`src/inc/kbd_params.svh`:
```
// Constants of the keyboard matrix encoder: matrix size, code values, FIFO depth.
// Assumes inclusion by bare name from design files; holds definitions only.
`ifndef KBD_PARAMS_SVH
`define KBD_PARAMS_SVH

// Matrix geometry
`define KBD_DRIVE_LINES    11
`define KBD_SENSE_LINES    8
`define KBD_LAST_DRIVE     4'hA
`define KBD_LAST_SENSE     3'h7
// Drive index of the first hex line, of the fixed-code line and of the first letter line
`define KBD_HEX_DRIVE      4'h7
`define KBD_FIXED_DRIVE    4'h6
`define KBD_LETTER_DRIVE   4'h2
// Code values
`define KBD_CODE_W         8
`define KBD_HEX_BASE       8'h80
`define KBD_DIGIT_BASE     8'h30
`define KBD_PUNCT_LOW      8'h38
`define KBD_PUNCT_HIGH     8'h28
`define KBD_LETTER_BASE    8'h40
`define KBD_LETTER_LAST    8'h5A
`define KBD_SHIFT_FLIP     8'h10
`define KBD_CASE_BIT       8'h20
`define KBD_CTRL_MASK      8'h1F
`define KBD_CODE_SPACE     8'h20
`define KBD_CODE_LF        8'h0A
`define KBD_CODE_ESC       8'h1B
`define KBD_CODE_CR        8'h0D
`define KBD_CODE_DEL       8'h7F
// Reset values
`define KBD_CODE_RESET     8'h00
// Buffer
`define KBD_FIFO_DEPTH     32

`endif

```
`src/inc/kbd_pkg.sv`:
```
// Types shared by the keyboard matrix encoder files.
// Assumes nothing of its surroundings.
package kbd_pkg;

   // Controller states, one-hot
   typedef enum logic [4:0] {
      ST_SCAN  = 5'b00001,   // Stepping through the matrix
      ST_CLOSE = 5'b00010,   // Closure found, waiting for settle
      ST_HELD  = 5'b00100,   // Key accepted and still closed
      ST_OPEN  = 5'b01000,   // Key released, waiting for settle
      ST_WAIT  = 5'b10000    // Released, code not yet taken
   } kbd_state_e;

   // Scan position in the matrix
   typedef struct packed {
      logic [3:0] drive;     // Drive index 0..10
      logic [2:0] sense;     // Sense index 0..7
   } scan_pos_s;

   // Modifier levels
   typedef struct packed {
      logic control;
      logic shift;
      logic alpha;
   } mods_s;

endpackage

```
`src/rtl/keyboard_matrix_encoder.sv`:
```
// Keyboard matrix encoder: scans an 11 x 8 switch matrix and hands codes to a host.
// Assumes all inputs synchronous to mclk; host strobe is sampled, not used as a clock.
`timescale 1ns/1ps
`include "kbd_params.svh"

// Operation
// - Eleven drive outputs, eight sense inputs
// - Sense reads high through closed driven switch
// - Bus driven and flag clear only when selected
// - Bus shows code of scanned key position
// - Key-available goes low on accepted closure
// - Key-available returns high on selected strobe rise
// - Host strobe steps scan and times clearing
// - Repeat flag low while key held after read
// - Release counts only after settle completes
// - Shift and control latched after settle
// - Modifiers alone give no code
// - Letter-lock used live, unlatched
// - Control over shift over alpha priority
// - Drive lines eight to eleven give hex
// - Lines one to seven give ASCII codes
// - Closure freezes scan on strobe rise
// - No new flag until release and closure
// - Scan resumes after release and read
// - Repeat flag ends after release settle
module keyboard_matrix_encoder #(
   parameter int DRIVE_LINES = `KBD_DRIVE_LINES,
   parameter int SENSE_LINES = `KBD_SENSE_LINES,
   parameter int FIFO_DEPTH  = `KBD_FIFO_DEPTH
) (
   input  wire logic                   mclk,
   input  wire logic                   rst_b,
   input  wire logic                   host_timing_strobe,
   output logic [DRIVE_LINES-1:0]      matrix_drive_out,
   input  wire logic [SENSE_LINES-1:0] matrix_sense_in,
   input  wire logic                   select_in_a,
   input  wire logic                   select_in_b,
   input  wire logic                   select_in_c,
   input  wire logic                   select_in_d,
   output logic [`KBD_CODE_W-1:0]      codeBus,
   output logic                        codeBusOe_n,
   output logic                        key_avail_n,
   output logic                        key_held_n,
   input  wire logic                   settleDone,
   input  wire logic                   shiftKey,
   input  wire logic                   controlKey,
   input  wire logic                   letterLock,
   output logic                        fifoInReady
);

   // ****************************************************************
   // Key code encoding
   // ****************************************************************

   // Returns {valid, code} for a position and modifier set
   function automatic logic [8:0] encodeKey(input kbd_pkg::scan_pos_s p, input kbd_pkg::mods_s m);
      logic [7:0] norm;
      logic [7:0] base;
      logic [3:0] off;
      logic       letter;
      norm   = 8'h00;
      base   = 8'h00;
      off    = 4'h0;
      letter = 1'b0;
      encodeKey = 9'h000;
      if (p.drive >= `KBD_HEX_DRIVE) begin
         // Hex lines ignore modifiers
         off = p.drive - `KBD_HEX_DRIVE;
         encodeKey = {1'b1, `KBD_HEX_BASE + {3'b000, off[1:0], p.sense}};
      end else if (p.drive == `KBD_FIXED_DRIVE) begin
         // Fixed control characters, silent elsewhere
         case (p.sense)
            3'h0: encodeKey = {1'b1, `KBD_CODE_SPACE};
            3'h2: encodeKey = {1'b1, `KBD_CODE_LF};
            3'h3: encodeKey = {1'b1, `KBD_CODE_ESC};
            3'h5: encodeKey = {1'b1, `KBD_CODE_CR};
            3'h7: encodeKey = {1'b1, `KBD_CODE_DEL};
            default: encodeKey = 9'h000;
         endcase
      end else if (p.drive < `KBD_LETTER_DRIVE) begin
         // Digits and punctuation; control gives nothing
         if (p.drive == 4'h0) begin
            norm = `KBD_DIGIT_BASE + {5'h00, p.sense};
         end else if (p.sense < 3'h4) begin
            norm = `KBD_PUNCT_LOW + {5'h00, p.sense};
         end else begin
            norm = `KBD_PUNCT_HIGH + {5'h00, p.sense};
         end
         if (m.control) begin
            encodeKey = 9'h000;
         end else if (m.shift) begin
            encodeKey = {1'b1, norm ^ `KBD_SHIFT_FLIP};
         end else begin
            encodeKey = {1'b1, norm};
         end
      end else begin
         // Letter block, four variants
         off    = p.drive - `KBD_LETTER_DRIVE;
         base   = `KBD_LETTER_BASE + {3'b000, off[1:0], p.sense};
         letter = (base != `KBD_LETTER_BASE) && (base <= `KBD_LETTER_LAST);
         if (m.control) begin
            encodeKey = {1'b1, base & `KBD_CTRL_MASK};
         end else if (m.shift) begin
            encodeKey = {1'b1, letter ? base : (base | `KBD_CASE_BIT)};
         end else if (m.alpha) begin
            encodeKey = {1'b1, base};
         end else begin
            encodeKey = {1'b1, letter ? (base | `KBD_CASE_BIT) : base};
         end
      end
   endfunction

   // Next scan position in scan order
   function automatic kbd_pkg::scan_pos_s stepPos(input kbd_pkg::scan_pos_s p);
      stepPos = p;
      if (p.sense == `KBD_LAST_SENSE) begin
         stepPos.sense = 3'h0;
         stepPos.drive = (p.drive == `KBD_LAST_DRIVE) ? 4'h0 : p.drive + 4'h1;
      end else begin
         stepPos.sense = p.sense + 3'h1;
      end
   endfunction

   // ****************************************************************
   // State and decode
   // ****************************************************************

   kbd_pkg::kbd_state_e     state_reg;        // Controller state
   kbd_pkg::kbd_state_e     state_next;       // Its next value
   kbd_pkg::scan_pos_s      pos_reg;          // Current scan position
   kbd_pkg::mods_s          modsEff;          // Modifiers applied to decode
   logic [1:0]              modLatch_reg;     // Latched {control, shift}
   logic                    strobePrev_reg;   // Strobe one cycle ago
   logic                    settleSample_reg; // Settle level at strobe rise
   logic                    settleLow_reg;    // Settle seen low this phase
   logic                    availN_reg;       // Key-available, active low
   logic                    heldN_reg;        // Repeat flag, active low
   logic [`KBD_CODE_W-1:0]  code_reg;         // Code shown to host
   logic                    strobeRise;       // Strobe low to high
   logic                    strobeFall;       // Strobe high to low
   logic                    selectAll;        // All four selects asserted
   logic                    keyHit;           // Sense line at position high
   logic [8:0]              keyCode;          // {valid, code} for position
   logic                    settleOk;         // Settle phase complete
   logic                    pushValid;        // Offer code to the FIFO
   logic [`KBD_CODE_W-1:0]  fifoData;         // Head of FIFO
   logic                    fifoValid;        // FIFO not empty
   logic                    popCode;          // Move head to code register
   logic                    codeTaken;        // Nothing pending for the host
   logic                    clearAvail;       // Host read completes
   logic                    repeatSet;        // Key still held after read

   assign strobeRise  = host_timing_strobe && !strobePrev_reg;
   assign strobeFall  = !host_timing_strobe && strobePrev_reg;
   assign selectAll   = select_in_a && select_in_b && select_in_c && select_in_d;
   assign keyHit      = matrix_sense_in[pos_reg.sense];
   assign modsEff     = '{control: modLatch_reg[1] || controlKey, shift: modLatch_reg[0] || shiftKey,
                          alpha: letterLock};
   assign keyCode     = encodeKey(pos_reg, modsEff);
   assign settleOk    = settleLow_reg && settleSample_reg;
   assign pushValid   = (state_reg == kbd_pkg::ST_CLOSE) && settleOk && keyHit && keyCode[8];
   assign popCode     = fifoValid && availN_reg;
   assign codeTaken   = availN_reg && !fifoValid;
   assign clearAvail  = strobeRise && selectAll;
   assign repeatSet   = (state_reg == kbd_pkg::ST_HELD) && keyHit && codeTaken;
   assign codeBusOe_n = !selectAll;
   assign codeBus     = code_reg;
   assign key_avail_n = availN_reg;
   assign key_held_n  = heldN_reg;

   // One drive line high at the scan position
   genvar gi;
   generate
      for (gi = 0; gi < DRIVE_LINES; gi++) begin : g_drive
         assign matrix_drive_out[gi] = (pos_reg.drive == 4'(gi));
      end
   endgenerate

   // ****************************************************************
   // Controller
   // ****************************************************************

   // Next-state decode
   always_comb begin
      state_next = state_reg;
      case (state_reg)
         kbd_pkg::ST_SCAN: begin
            // First valid closure in scan order wins; freeze on strobe rise
            if (strobeRise && keyHit && keyCode[8]) begin
               state_next = kbd_pkg::ST_CLOSE;
            end
         end
         kbd_pkg::ST_CLOSE: begin
            if (!keyHit) begin
               state_next = kbd_pkg::ST_SCAN;
            end else if (pushValid && fifoInReady) begin
               state_next = kbd_pkg::ST_HELD;
            end
         end
         kbd_pkg::ST_HELD: begin
            if (!keyHit) begin
               state_next = kbd_pkg::ST_OPEN;
            end
         end
         kbd_pkg::ST_OPEN: begin
            // Release valid only once settle completes
            if (keyHit) begin
               state_next = kbd_pkg::ST_HELD;
            end else if (settleOk) begin
               state_next = codeTaken ? kbd_pkg::ST_SCAN : kbd_pkg::ST_WAIT;
            end
         end
         kbd_pkg::ST_WAIT: begin
            if (codeTaken) begin
               state_next = kbd_pkg::ST_SCAN;
            end
         end
         default: state_next = kbd_pkg::ST_SCAN;
      endcase
   end

   // State, strobe history and scan counter
   always_ff @(posedge mclk or negedge rst_b) begin
      if (!rst_b) begin
         state_reg      <= kbd_pkg::ST_SCAN;
         strobePrev_reg <= 1'b0;
         pos_reg        <= '0;
      end else begin
         state_reg      <= state_next;
         strobePrev_reg <= host_timing_strobe;
         if ((state_reg == kbd_pkg::ST_SCAN) && strobeFall) begin
            pos_reg <= stepPos(pos_reg);
         end
      end
   end

   // Settle sampling; phase restarts on entry to a settle state
   always_ff @(posedge mclk or negedge rst_b) begin
      if (!rst_b) begin
         settleSample_reg <= 1'b1;
         settleLow_reg    <= 1'b0;
      end else begin
         if (strobeRise) begin
            settleSample_reg <= settleDone;
         end
         if ((state_next != state_reg) &&
             ((state_next == kbd_pkg::ST_CLOSE) || (state_next == kbd_pkg::ST_OPEN))) begin
            settleLow_reg <= 1'b0;
         end else if (!settleSample_reg) begin
            settleLow_reg <= 1'b1;
         end
      end
   end

   // Modifier latch, filled after settle only while hunting a key, so a held modifier cannot leak into the next key
   always_ff @(posedge mclk or negedge rst_b) begin
      if (!rst_b) begin
         modLatch_reg <= 2'b00;
      end else if (pushValid && fifoInReady) begin
         modLatch_reg <= 2'b00;
      end else if (strobeRise && settleDone && (state_reg inside {kbd_pkg::ST_SCAN, kbd_pkg::ST_CLOSE})) begin
         modLatch_reg <= modLatch_reg | {controlKey, shiftKey};
      end
   end

   // Code register and key-available flag; a new code wins over a clear
   always_ff @(posedge mclk or negedge rst_b) begin
      if (!rst_b) begin
         availN_reg <= 1'b1;
         code_reg   <= `KBD_CODE_RESET;
      end else if (popCode) begin
         availN_reg <= 1'b0;
         code_reg   <= fifoData;
      end else if (clearAvail) begin
         availN_reg <= 1'b1;
      end
   end

   // Repeat flag, low while held after read until release settles
   always_ff @(posedge mclk or negedge rst_b) begin
      if (!rst_b) begin
         heldN_reg <= 1'b1;
      end else if (repeatSet) begin
         heldN_reg <= 1'b0;
      end else if ((state_reg == kbd_pkg::ST_OPEN) && !keyHit && settleOk) begin
         heldN_reg <= 1'b1;
      end
   end

   // ****************************************************************
   // Code buffer
   // ****************************************************************

   sync_fifo #(
      .WIDTH (`KBD_CODE_W),
      .DEPTH (FIFO_DEPTH)
   ) u_fifo (
      .mclk     (mclk),
      .rst_b    (rst_b),
      .inData   (keyCode[7:0]),
      .inValid  (pushValid),
      .inReady  (fifoInReady),
      .outData  (fifoData),
      .outValid (fifoValid),
      .outReady (availN_reg)
   );

   // ****************************************************************
   // Checks
   // ****************************************************************

   property p_drive_onehot;
      @(posedge mclk) disable iff (!rst_b) $onehot(matrix_drive_out);
   endproperty
   a_drive_onehot: assert property (p_drive_onehot) else $error("drive lines not one-hot");

   property p_bus_idle;
      @(posedge mclk) disable iff (!rst_b) codeBusOe_n == !(select_in_a && select_in_b && select_in_c && select_in_d);
   endproperty
   a_bus_idle: assert property (p_bus_idle) else $error("bus driven without select");

   property p_avail_set;
      @(posedge mclk) disable iff (!rst_b) popCode |=> !key_avail_n && (codeBus == $past(fifoData));
   endproperty
   a_avail_set: assert property (p_avail_set) else $error("code not presented with flag");

   property p_avail_clear;
      @(posedge mclk) disable iff (!rst_b) (clearAvail && !popCode) |=> key_avail_n;
   endproperty
   a_avail_clear: assert property (p_avail_clear) else $error("flag not cleared by read");

   property p_freeze;
      @(posedge mclk) disable iff (!rst_b) (state_reg != kbd_pkg::ST_SCAN) |=> $stable(pos_reg);
   endproperty
   a_freeze: assert property (p_freeze) else $error("scan moved while key pending");

   property p_no_second;
      @(posedge mclk) disable iff (!rst_b) (state_reg == kbd_pkg::ST_HELD) && codeTaken |=> key_avail_n;
   endproperty
   a_no_second: assert property (p_no_second) else $error("second code while held");

   property p_hex;
      @(posedge mclk) disable iff (!rst_b) (pushValid && (pos_reg.drive >= `KBD_HEX_DRIVE)) |->
         keyCode[7:0] == (`KBD_HEX_BASE + 8'((pos_reg.drive - `KBD_HEX_DRIVE) * 8) + 8'(pos_reg.sense));
   endproperty
   a_hex: assert property (p_hex) else $error("hex code wrong");

   property p_ctrl;
      @(posedge mclk) disable iff (!rst_b) (pushValid && modsEff.control && (pos_reg.drive < `KBD_FIXED_DRIVE))
         |-> keyCode[7:5] == 3'h0;
   endproperty
   a_ctrl: assert property (p_ctrl) else $error("control code out of range");

   property p_repeat;
      @(posedge mclk) disable iff (!rst_b) repeatSet |=> !key_held_n [*1] ##1 (!key_held_n || !keyHit);
   endproperty
   a_repeat: assert property (p_repeat) else $error("repeat flag not held");

   property p_scan_step;
      @(posedge mclk) disable iff (!rst_b) ((state_reg == kbd_pkg::ST_SCAN) && strobeFall) |=> $changed(pos_reg);
   endproperty
   a_scan_step: assert property (p_scan_step) else $error("scan did not step");

   c_push:   cover property (@(posedge mclk) disable iff (!rst_b) pushValid && fifoInReady);
   c_read:   cover property (@(posedge mclk) disable iff (!rst_b) clearAvail && !key_avail_n);
   c_repeat: cover property (@(posedge mclk) disable iff (!rst_b) $fell(key_held_n));
   c_resume: cover property (@(posedge mclk) disable iff (!rst_b) (state_reg == kbd_pkg::ST_WAIT) ##[1:50]
                             (state_reg == kbd_pkg::ST_SCAN));
endmodule

```
`src/rtl/sync_fifo.sv`:
```
// Synchronous FIFO with valid/ready on both sides.
// Assumes one clock and an asynchronous active-low reset.
`timescale 1ns/1ps
module sync_fifo #(
   parameter int WIDTH = 8,
   parameter int DEPTH = 32
) (
   input  wire logic             mclk,
   input  wire logic             rst_b,
   input  wire logic [WIDTH-1:0] inData,
   input  wire logic             inValid,
   output logic                  inReady,
   output logic      [WIDTH-1:0] outData,
   output logic                  outValid,
   input  wire logic             outReady
);
   localparam int AW = $clog2(DEPTH);

   logic [WIDTH-1:0] mem [DEPTH];     // Storage array
   logic [AW:0]      wrPtr_reg;       // Write pointer with wrap bit
   logic [AW:0]      rdPtr_reg;       // Read pointer with wrap bit
   logic             doWrite;         // Word taken this cycle
   logic             doRead;          // Word given this cycle
   logic             isEmpty;         // No words stored
   logic             isFull;          // All entries used

   // Status decode
   assign isEmpty  = (wrPtr_reg == rdPtr_reg);
   assign isFull   = (wrPtr_reg[AW-1:0] == rdPtr_reg[AW-1:0]) && (wrPtr_reg[AW] != rdPtr_reg[AW]);
   assign inReady  = !isFull;
   assign outValid = !isEmpty;
   assign doWrite  = inValid && !isFull;
   assign doRead   = outReady && !isEmpty;
   assign outData  = mem[rdPtr_reg[AW-1:0]];

   // Storage write
   always_ff @(posedge mclk) begin
      if (doWrite) begin
         mem[wrPtr_reg[AW-1:0]] <= inData;
      end
   end

   // Pointer update
   always_ff @(posedge mclk or negedge rst_b) begin
      if (!rst_b) begin
         wrPtr_reg <= '0;
         rdPtr_reg <= '0;
      end else begin
         if (doWrite) begin
            wrPtr_reg <= wrPtr_reg + 1'b1;
         end
         if (doRead) begin
            rdPtr_reg <= rdPtr_reg + 1'b1;
         end
      end
   end
endmodule

```
`config.mk`:
```
export PLATFORM = sky130hd
export DESIGN_NAME = keyboard_matrix_encoder
export DESIGN_NICKNAME = d
export VERILOG_FILES = /design/src/inc/kbd_pkg.sv /design/src/rtl/keyboard_matrix_encoder.sv /design/src/rtl/sync_fifo.sv
export VERILOG_INCLUDE_DIRS = /design/src /design/src/inc
export SDC_FILE = /design/constraint.sdc
export NUM_CORES = 1
export LEC_CHECK = 0
export BUFFER_PORTS_ARGS = -buffer_cell sky130_fd_sc_hd__buf_2
export CAP_MARGIN = 10
export CORE_MARGIN = 3
export CORE_UTILIZATION = 30
export CTS_BUF_LIST = sky130_fd_sc_hd__clkbuf_4 sky130_fd_sc_hd__clkbuf_8
export DETAILED_ROUTE_END_ITERATION = 12
export GPL_TIMING_DRIVEN = 0
export PLACE_DENSITY_LB_ADDON = 0.05
export SYNTH_ARGS = -nofsm -noshare
export SYNTH_HDL_FRONTEND = slang
export SYNTH_HIERARCHICAL = 1
export SYNTH_SLANG_ARGS = --single-unit
```
`constraint.sdc`:
```
create_clock -name mclk -period 4 [get_ports mclk]
set_clock_uncertainty 0.05 [all_clocks]
set_input_delay 0.4 -clock mclk [delete_from_list [all_inputs] [get_ports mclk]]
set_output_delay 0.4 -clock mclk [all_outputs]
set_load 0.05 [all_outputs]
```
==> metrics.log, run 1 <==
[metrics] final RePlAce weighted congestion: around 0.81
[metrics] register-to-register setup slack: around 270 ps
[metrics] max_slew headroom: around a third
[metrics] count of synthesis-stage warnings from yosys: 6
[metrics] number of synthesized flops with an enable pin: 256
[metrics] Final setup violation count: 0
[metrics] total number of nets in the final design: ~810
[metrics] R2R Path Start: pos_reg[3]
[metrics] highest attainable clock frequency: approximately 270 MHz
[metrics] pins over their slew limit: 0
[metrics] LEAKAGE: between 4 and 5 nW
[metrics] Cell Area, Placed: approximately 13000 µm²
[metrics] wire length of the first global-routing pass: 48200 µm
[metrics] Cells after DPL: 1242
[metrics] top-level I/O count: between 40 and 50
[metrics] worst setup margin: ~270 ps
[metrics] total wire length: 33000 µm
[metrics] cell area after technology mapping: 12400 µm²
[metrics] run status: complete, no violations
[metrics] share of final-layout standard cells stronger than drive strength 1: roughly 37%
[metrics] first drt pass iteration count: 5
[metrics] floorplan die height: about 210 µm
[metrics] most used cells in the layout excluding fill and tap cells: edfxtp_1, mux4_2, clkbuf_8
[metrics] Final Core Density: about 37%
[metrics] share of the clock period used by the worst path after layout: roughly 93%
[metrics] starting utilization of the core area: between 30% and 40%
[metrics] maximum vdd drop: 0.347 mV
[metrics] worst hold-check path type: primary input to flop
[metrics] clock latency of the later-clocked register in the worst-skew pair: 620 ps
[metrics] flip-flop count of the largest register after layout: about 260
[metrics] Synth cell types: 59
[metrics] worst-path cell with the longest stage delay: dfrtp_1
[metrics] Filler Cell Count: approximately 3800
[metrics] HPWL reported at the end of detailed placement: 22000 µm
[metrics] DRT iter0 DRCs: roughly 420
[metrics] data required time at the worst endpoint: around 4200 ps
[metrics] antenna violations before repair: 0
[metrics] routed via count: around 6600
[metrics] largest fanout of any net on the critical path: 10
[metrics] ratio of routed vias to standard cells: slightly below 5
[metrics] number of nets still failing antenna checks after routing: 0
[metrics] Worst setup SP type: flop
[metrics] crit end category: flop
[metrics] DIE AREA: 43800 µm²
[metrics] leading cell type in the layout, fill and taps excluded: edfxtp_1
[metrics] power density cells: 670 nW/µm²
[metrics] detail-routed net length per standard cell: 24.5 µm
[metrics] H-Tree Level Count: 2
[metrics] crit path capture: u_fifo/mem[5][0]
[metrics] area of all placed cells without fillers: between 10000 and 15000 µm²
[metrics] worst endpoint data arrival time: around 4000 ps
[metrics] total routing usage reported by global routing: ~15%
[metrics] I/O Buffers: just over 40
[metrics] clock tree from TritonCTS: done
[metrics] FFs w/ async S/R, synth: a little over an eighth
[metrics] placeable core region: 40300 µm²
[metrics] CTS root buf: clkbuf_8
[metrics] pre-CTS worst setup slack: -295 ps
[metrics] Clock Tree Buf Depth: 3
[metrics] P&R area growth vs syn: 19.2%
[metrics] transition at the pin with the smallest max-transition slack: roughly 1000 ps
[metrics] reg2reg end: u_fifo/mem[5][0]
[metrics] count of placed standard cells in the final layout, fillers left out: around 1300
[metrics] flip-flop cell with the highest count after synthesis: edfxtp_1
[metrics] CP Launch Point: pos_reg[3]
[metrics] count of clock tree sinks: between 200 and 300
[metrics] clock transition at the registers of the reported paths: ~60 ps
[metrics] Worst Path Class, Setup: flop to flop
[metrics] part of the Yosys area used for sequential elements: a little over two thirds
[metrics] Post-Syn Area per Cell: between 15 and 20 µm²
[metrics] crit path time final: approximately 3700 ps
[metrics] number of buffers added by the clock tree synthesis step: 53
[metrics] register bit total from synthesis: roughly 300
[metrics] cells traversed along the worst timing path: inv_1 -> ha_1 -> nand3b_1 -> a21oi_1 -> o31ai_2 -> nor3_1 -> inv_1 -> a41oi_4 -> nand2_2 -> nor2_4
[metrics] Post-Syn Nets: 704
[metrics] longest individual stage delay on the worst path: roughly 450 ps
[metrics] maximum number of pins on one net before global-route repair: 40
[metrics] total congestion overflow after global routing: 0
[metrics] max-capacitance violation count: 0
[metrics] most used cell along the critical path: inv_1
[metrics] DIE WIDTH: approximately 210 µm
[metrics] cell count after synthesis: 670
[metrics] Hold Vio Cnt, Final: 0
[metrics] total number of placement rows: 73
[metrics] via count of the first global-routing pass: 7078
[metrics] number of cell instances on the worst register-to-register path: 10
[metrics] # DRC: 0
[metrics] RSZ-0062 raised after global routing: yes
## per-stage QoR
| stage | power (mW) | TNS [ps] | hold slack [ps] |
|---|---|---|---|
| 5_1_grt | 10.4 | -14460 | 85.0 |
| 2_1_floorplan | 6.00 | 0 | 54.4 |
| 3_3_place_gp | 7.07 | -261750 | 399 |
| 4_1_cts | 10.1 | -28480 | 23.4 |
| 3_5_place_dp | 7.25 | -34700 | 410 |
| 6_report | 9.91 | 0 | 99.7 |
## timing repair
action	CTS	global route
pin swaps	0	1
gates cloned	0	0
hold buffers	4	0
endpoints found under the setup margin	256	256
gates resized for setup	12	56
hold endpoints to repair	38	0
setup buffers	0	1
## synth_stat cells (4+ instances only)
| library cell | number | area (µm²) |
|---|---|---|
| a21oi_1 | 10 | 50.1 |
| and2_1 | 10 | 62.6 |
| buf_1 | 5 | 18.8 |
| buf_2 | 6 | 30.0 |
| buf_6 | 4 | 45.0 |
| clkbuf_1 | 12 | 45.0 |
| dfrtp_1 | 35 | 876 |
| dfstp_2 | 4 | 105 |
| edfxtp_1 | 256 | 7690 |
| ha_1 | 15 | 188 |
| inv_1 | 15 | 56.3 |
| mux2_2 | 16 | 180 |
| mux4_2 | 80 | 1800 |
| nand2_1 | 30 | 113 |
| nand2b_1 | 5 | 31.3 |
| nand3_1 | 9 | 45.0 |
| nand3b_1 | 8 | 60.1 |
| nand4_1 | 6 | 37.5 |
| nor2_1 | 46 | 173 |
| nor2b_1 | 5 | 31.3 |
| nor3_1 | 9 | 45.0 |
| o21ai_0 | 11 | 55.1 |
| o31ai_1 | 4 | 30.0 |
| xnor2_1 | 10 | 87.6 |
| xor2_1 | 8 | 70.1 |
## final cells by class
type,count,area [µm²],area share [%]
flip-flops and latches,295,8670,58.6
multi-input cells,333,3850,26.0
clock buffers,78,923,6.24
well taps,525,657,4.44
repair buffers,53,385,2.61
plain buffers,27,139,0.939
clock inverters,18,106,0.719
inverters,15,56.3,0.381
diodes,1,2.50,0.0169
## report_power, final
part	internal [mW]	total, mW	switching [mW]
logic	1.18	3.11	1.93
registers	3.88	4.02	0.137
clock network	1.54	2.79	1.25
total	6.60	9.91	3.31
## critical path, delay by kind of cell, from the launching register on
kind	cells	cell delay [ps]
AOI/OAI and AO/OA	3	900
DFF	1	450
buffers and inverters	2	300
adders and majority gates	1	360
and+or+nand+nor	4	1320
## routing by layer
metal  global-route usage (%)  wire length [µm]
met5                        0                 0
met4                     5.43               771
met3                     2.65              1090
met2                     24.3             16200
met1                     20.9             14900
## how the worst min path moves through the flow
stage,slack [ps],endpoint,start,depth (start not counted)
after floorplan,50,codeBus[0],rst_b,0
after global placement,400,key_held_n,key_held_n,2
after detailed placement,410,key_held_n,key_held_n,2
after CTS,20,modLatch_reg[1],controlKey,3
after global routing,80,modLatch_reg[1],controlKey,3
final,100,modLatch_reg[1],controlKey,3
## cell families (layout without fill, tap and decap cells)
logic type,after synthesis,count (layout),share of synthesized area [%]
AOI/OAI and AO/OA,50,50,2.95
xor gates and xnor gates,18,18,1.27
adders and majority gates,15,15,1.51
buffers and inverters,42,191,1.57
DFF,295,295,69.9
muxes,103,103,16.8
other,0,1,0
and+or+nand+nor,147,147,5.98
No activity file was read; power rests on OpenSTA's default activity.
==> run 2, diff against run 1 <==
--- a/config.mk
+++ b/config.mk
@@ -8,11 +8,11 @@
 export LEC_CHECK = 0
 export BUFFER_PORTS_ARGS = -buffer_cell sky130_fd_sc_hd__buf_2
 export CAP_MARGIN = 10
-export CORE_MARGIN = 3
+export CORE_ASPECT_RATIO = 1.1
+export CORE_MARGIN = 5
 export CORE_UTILIZATION = 30
 export CTS_BUF_LIST = sky130_fd_sc_hd__clkbuf_4 sky130_fd_sc_hd__clkbuf_8
 export DETAILED_ROUTE_END_ITERATION = 12
-export GPL_TIMING_DRIVEN = 0
 export PLACE_DENSITY_LB_ADDON = 0.05
 export SYNTH_ARGS = -nofsm -noshare
 export SYNTH_HDL_FRONTEND = slang
==> run 2 against run 1 <==
  * First-iteration DRC count is 12% lower
  * Maximum frequency is 4.0% higher
  * Die area is 3.9% higher
  * Critical endpoint is now u_fifo/mem[0][7]
  * Largest power group unchanged
  * Highest routed layer unchanged
==> metrics.log, run 2 (synthesis results as in run 1) <==
[metrics] routed via count: 6471 (-2.0%)
[metrics] wire length of the first global-routing pass: 47200 µm (-2.0%)
[metrics] clock latency of the later-clocked register in the worst-skew pair: 580 ps (-40 ps)
[metrics] data required time at the worst endpoint: 4150 ps (-70 ps)
[metrics] I/O Buffers: 41 (unchanged)
[metrics] largest fanout of any net on the critical path: 10 (unchanged)
[metrics] Worst setup SP type: flop
[metrics] leading cell type in the layout, fill and taps excluded: edfxtp_1
[metrics] # DRC: 0 (unchanged)
[metrics] Final setup violation count: 0 (unchanged)
[metrics] share of final-layout standard cells stronger than drive strength 1: 35.5% (-1.1 points)
[metrics] H-Tree Level Count: 2 (unchanged)
[metrics] share of the clock period used by the worst path after layout: 89.8% (-3.6 points)
[metrics] number of buffers added by the clock tree synthesis step: 51 (-3.8%)
[metrics] antenna violations before repair: 0 (unchanged)
[metrics] highest attainable clock frequency: 278 MHz (+4.0%)
[metrics] Clock Tree Buf Depth: 3 (unchanged)
[metrics] Hold Vio Cnt, Final: 0 (unchanged)
[metrics] top-level I/O count: 42 (unchanged)
[metrics] first drt pass iteration count: 5 (unchanged)
[metrics] CTS root buf: clkbuf_8
[metrics] Sum Neg Setup Slack: 0 ps (unchanged)
[metrics] total wire length: 31600 µm (-4.2%)
[metrics] max_slew headroom: 31.9% (-0.91 points)
[metrics] DIE WIDTH: 204 µm (-2.6%)
[metrics] Cells after DPL: 1295 (+4.3%)
[metrics] number of antenna repair diodes: 0 (-1)
[metrics] maximum number of pins on one net before global-route repair: 40 (unchanged)
[metrics] clock transition at the registers of the reported paths: 60 ps (about the same)
[metrics] max-capacitance violation count: 0 (unchanged)
[metrics] crit end category: flop
[metrics] pins over their slew limit: 0 (unchanged)
[metrics] number of buffers added for setup after CTS: 0 (unchanged)
[metrics] Filler Cell Count: 3873 (+3.0%)
[metrics] run status: complete, no violations
[metrics] clock tree from TritonCTS: done
[metrics] post-CTS resize count: 0 (-12)
[metrics] count of clock tree sinks: 295 (unchanged)
[metrics] final RePlAce weighted congestion: 0.795 (-2.2%)
[metrics] RSZ-0062 raised after global routing: no
[metrics] count of placed standard cells in the final layout, fillers left out: 1394 (+3.6%)
[metrics] power density cells: 669 nW/µm² (-0.24%)
[metrics] ratio of routed vias to standard cells: 4.64 (-5.4%)
[metrics] detail-routed net length per standard cell: 22.7 µm (-7.5%)
[metrics] P&R area growth vs syn: 18.8%
[metrics] worst hold-check path type: primary input to flop
[metrics] worst endpoint data arrival time: 3740 ps (-210 ps)
[metrics] Worst Path Class, Setup: flop to flop
[metrics] DIE AREA: 45500 µm² (+3.9%)
[metrics] DRT iter0 DRCs: 366 (-12%)
[metrics] floorplan die height: 223 µm (+6.7%)
[metrics] placeable core region: 41100 µm² (+2.0%)
[metrics] worst setup margin: 409 ps (+142 ps)
[metrics] crit path time final: 3590 ps (-142 ps)
[metrics] total routing usage reported by global routing: 14.0% (-1.2 points)
[metrics] most used cells in the layout excluding fill and tap cells: edfxtp_1, mux4_2, clkbuf_8
[metrics] via count of the first global-routing pass: 7252 (+2.5%)
[metrics] HPWL reported at the end of detailed placement: 21000 µm (-4.5%)
[metrics] starting utilization of the core area: 30.2% (-0.61 points)
[metrics] number of nets still failing antenna checks after routing: 0 (unchanged)
[metrics] total number of placement rows: 78 (+6.8%)
[metrics] transition at the pin with the smallest max-transition slack: 1020 ps (+13.7 ps)
[metrics] pre-CTS worst setup slack: 415 ps (+710 ps)
[metrics] flip-flop count of the largest register after layout: 256 (unchanged)
[metrics] total number of nets in the final design: 826 (+1.7%)
[metrics] total congestion overflow after global routing: 0 (unchanged)
[metrics] maximum vdd drop: 0.636 mV (+84%)
[metrics] LEAKAGE: 5.09 nW (+2.9%)
[run 2: timing repair]
| action | CTS | global route |
|---|---|---|
| endpoints found under the setup margin | 0 | 0 |
| hold endpoints to repair | 38 | 0 |
| hold buffers | 4 | 0 |
[run 2: path summary, 6_finish.rpt]
| check | from | endpoint | slack, ps | cells past startpoint |
|---|---|---|---|---|
| max reg2reg | pos_reg[3] | u_fifo/mem[0][7] | 410 | 10 |
| min in group asynchronous | rst_b | pos_reg[1] | 490 | 2 |
| max in group asynchronous | rst_b | u_fifo/rdPtr_reg[0] | 2650 | 2 |
| min reg2reg | key_held_n | key_held_n | 410 | 2 |
| max | pos_reg[3] | u_fifo/mem[0][7] | 410 | 10 |
| min | controlKey | modLatch_reg[1] | 130 | 3 |
[run 2: report_power, final]
part	switching, mW	internal, mW	total (mW)
clock network	1.22	1.68	2.90
registers	0.262	3.88	4.14
logic	1.71	1.11	2.82
[run 2: area by class of cell]
type,count,area [µm²],share of cell area (%)
flip-flops and latches,295,8670,58.8
multi-input cells,333,3570,24.2
clock buffers,74,887,6.02
well taps,560,701,4.75
repair buffers,96,653,4.43
clock inverters,21,199,1.35
inverters,15,56.3,0.382
[run 2: critical path, cell delays in order, from the launching register on]
cell	delay (ps)
dfrtp_1	440
inv_1	210
ha_1	330
nand3b_1	190
a21oi_1	260
o31ai_2	130
nor3_1	240
inv_1	120
a41oi_4	330
nand2_1	310
nor2_1	620
[run 2: layer usage]
layer  global-route usage (%)  part of all wire, %  vias up  routed length (µm)
met5                        0                    0        -                   0
met4                     3.74                  1.8        0                 564
met3                     2.43                  3.1       42                 995
met2                     25.0                   53      112               16800
met1                     17.4                   42     3381               13200
li1                         -                    -     2936                   -
[run 2: per-stage QoR]
stage          power, mW  area, µm²  utilization, %  hold slack, ps
2_1_floorplan       6.00      12400               -            54.4
3_3_place_gp        7.12      13600            33.1             405
3_5_place_dp        7.14      13600            33.1             409
4_1_cts             10.1      14700            35.9            68.5
5_1_grt             10.4      14700            35.9             118
6_report            9.86      14700            35.9             131
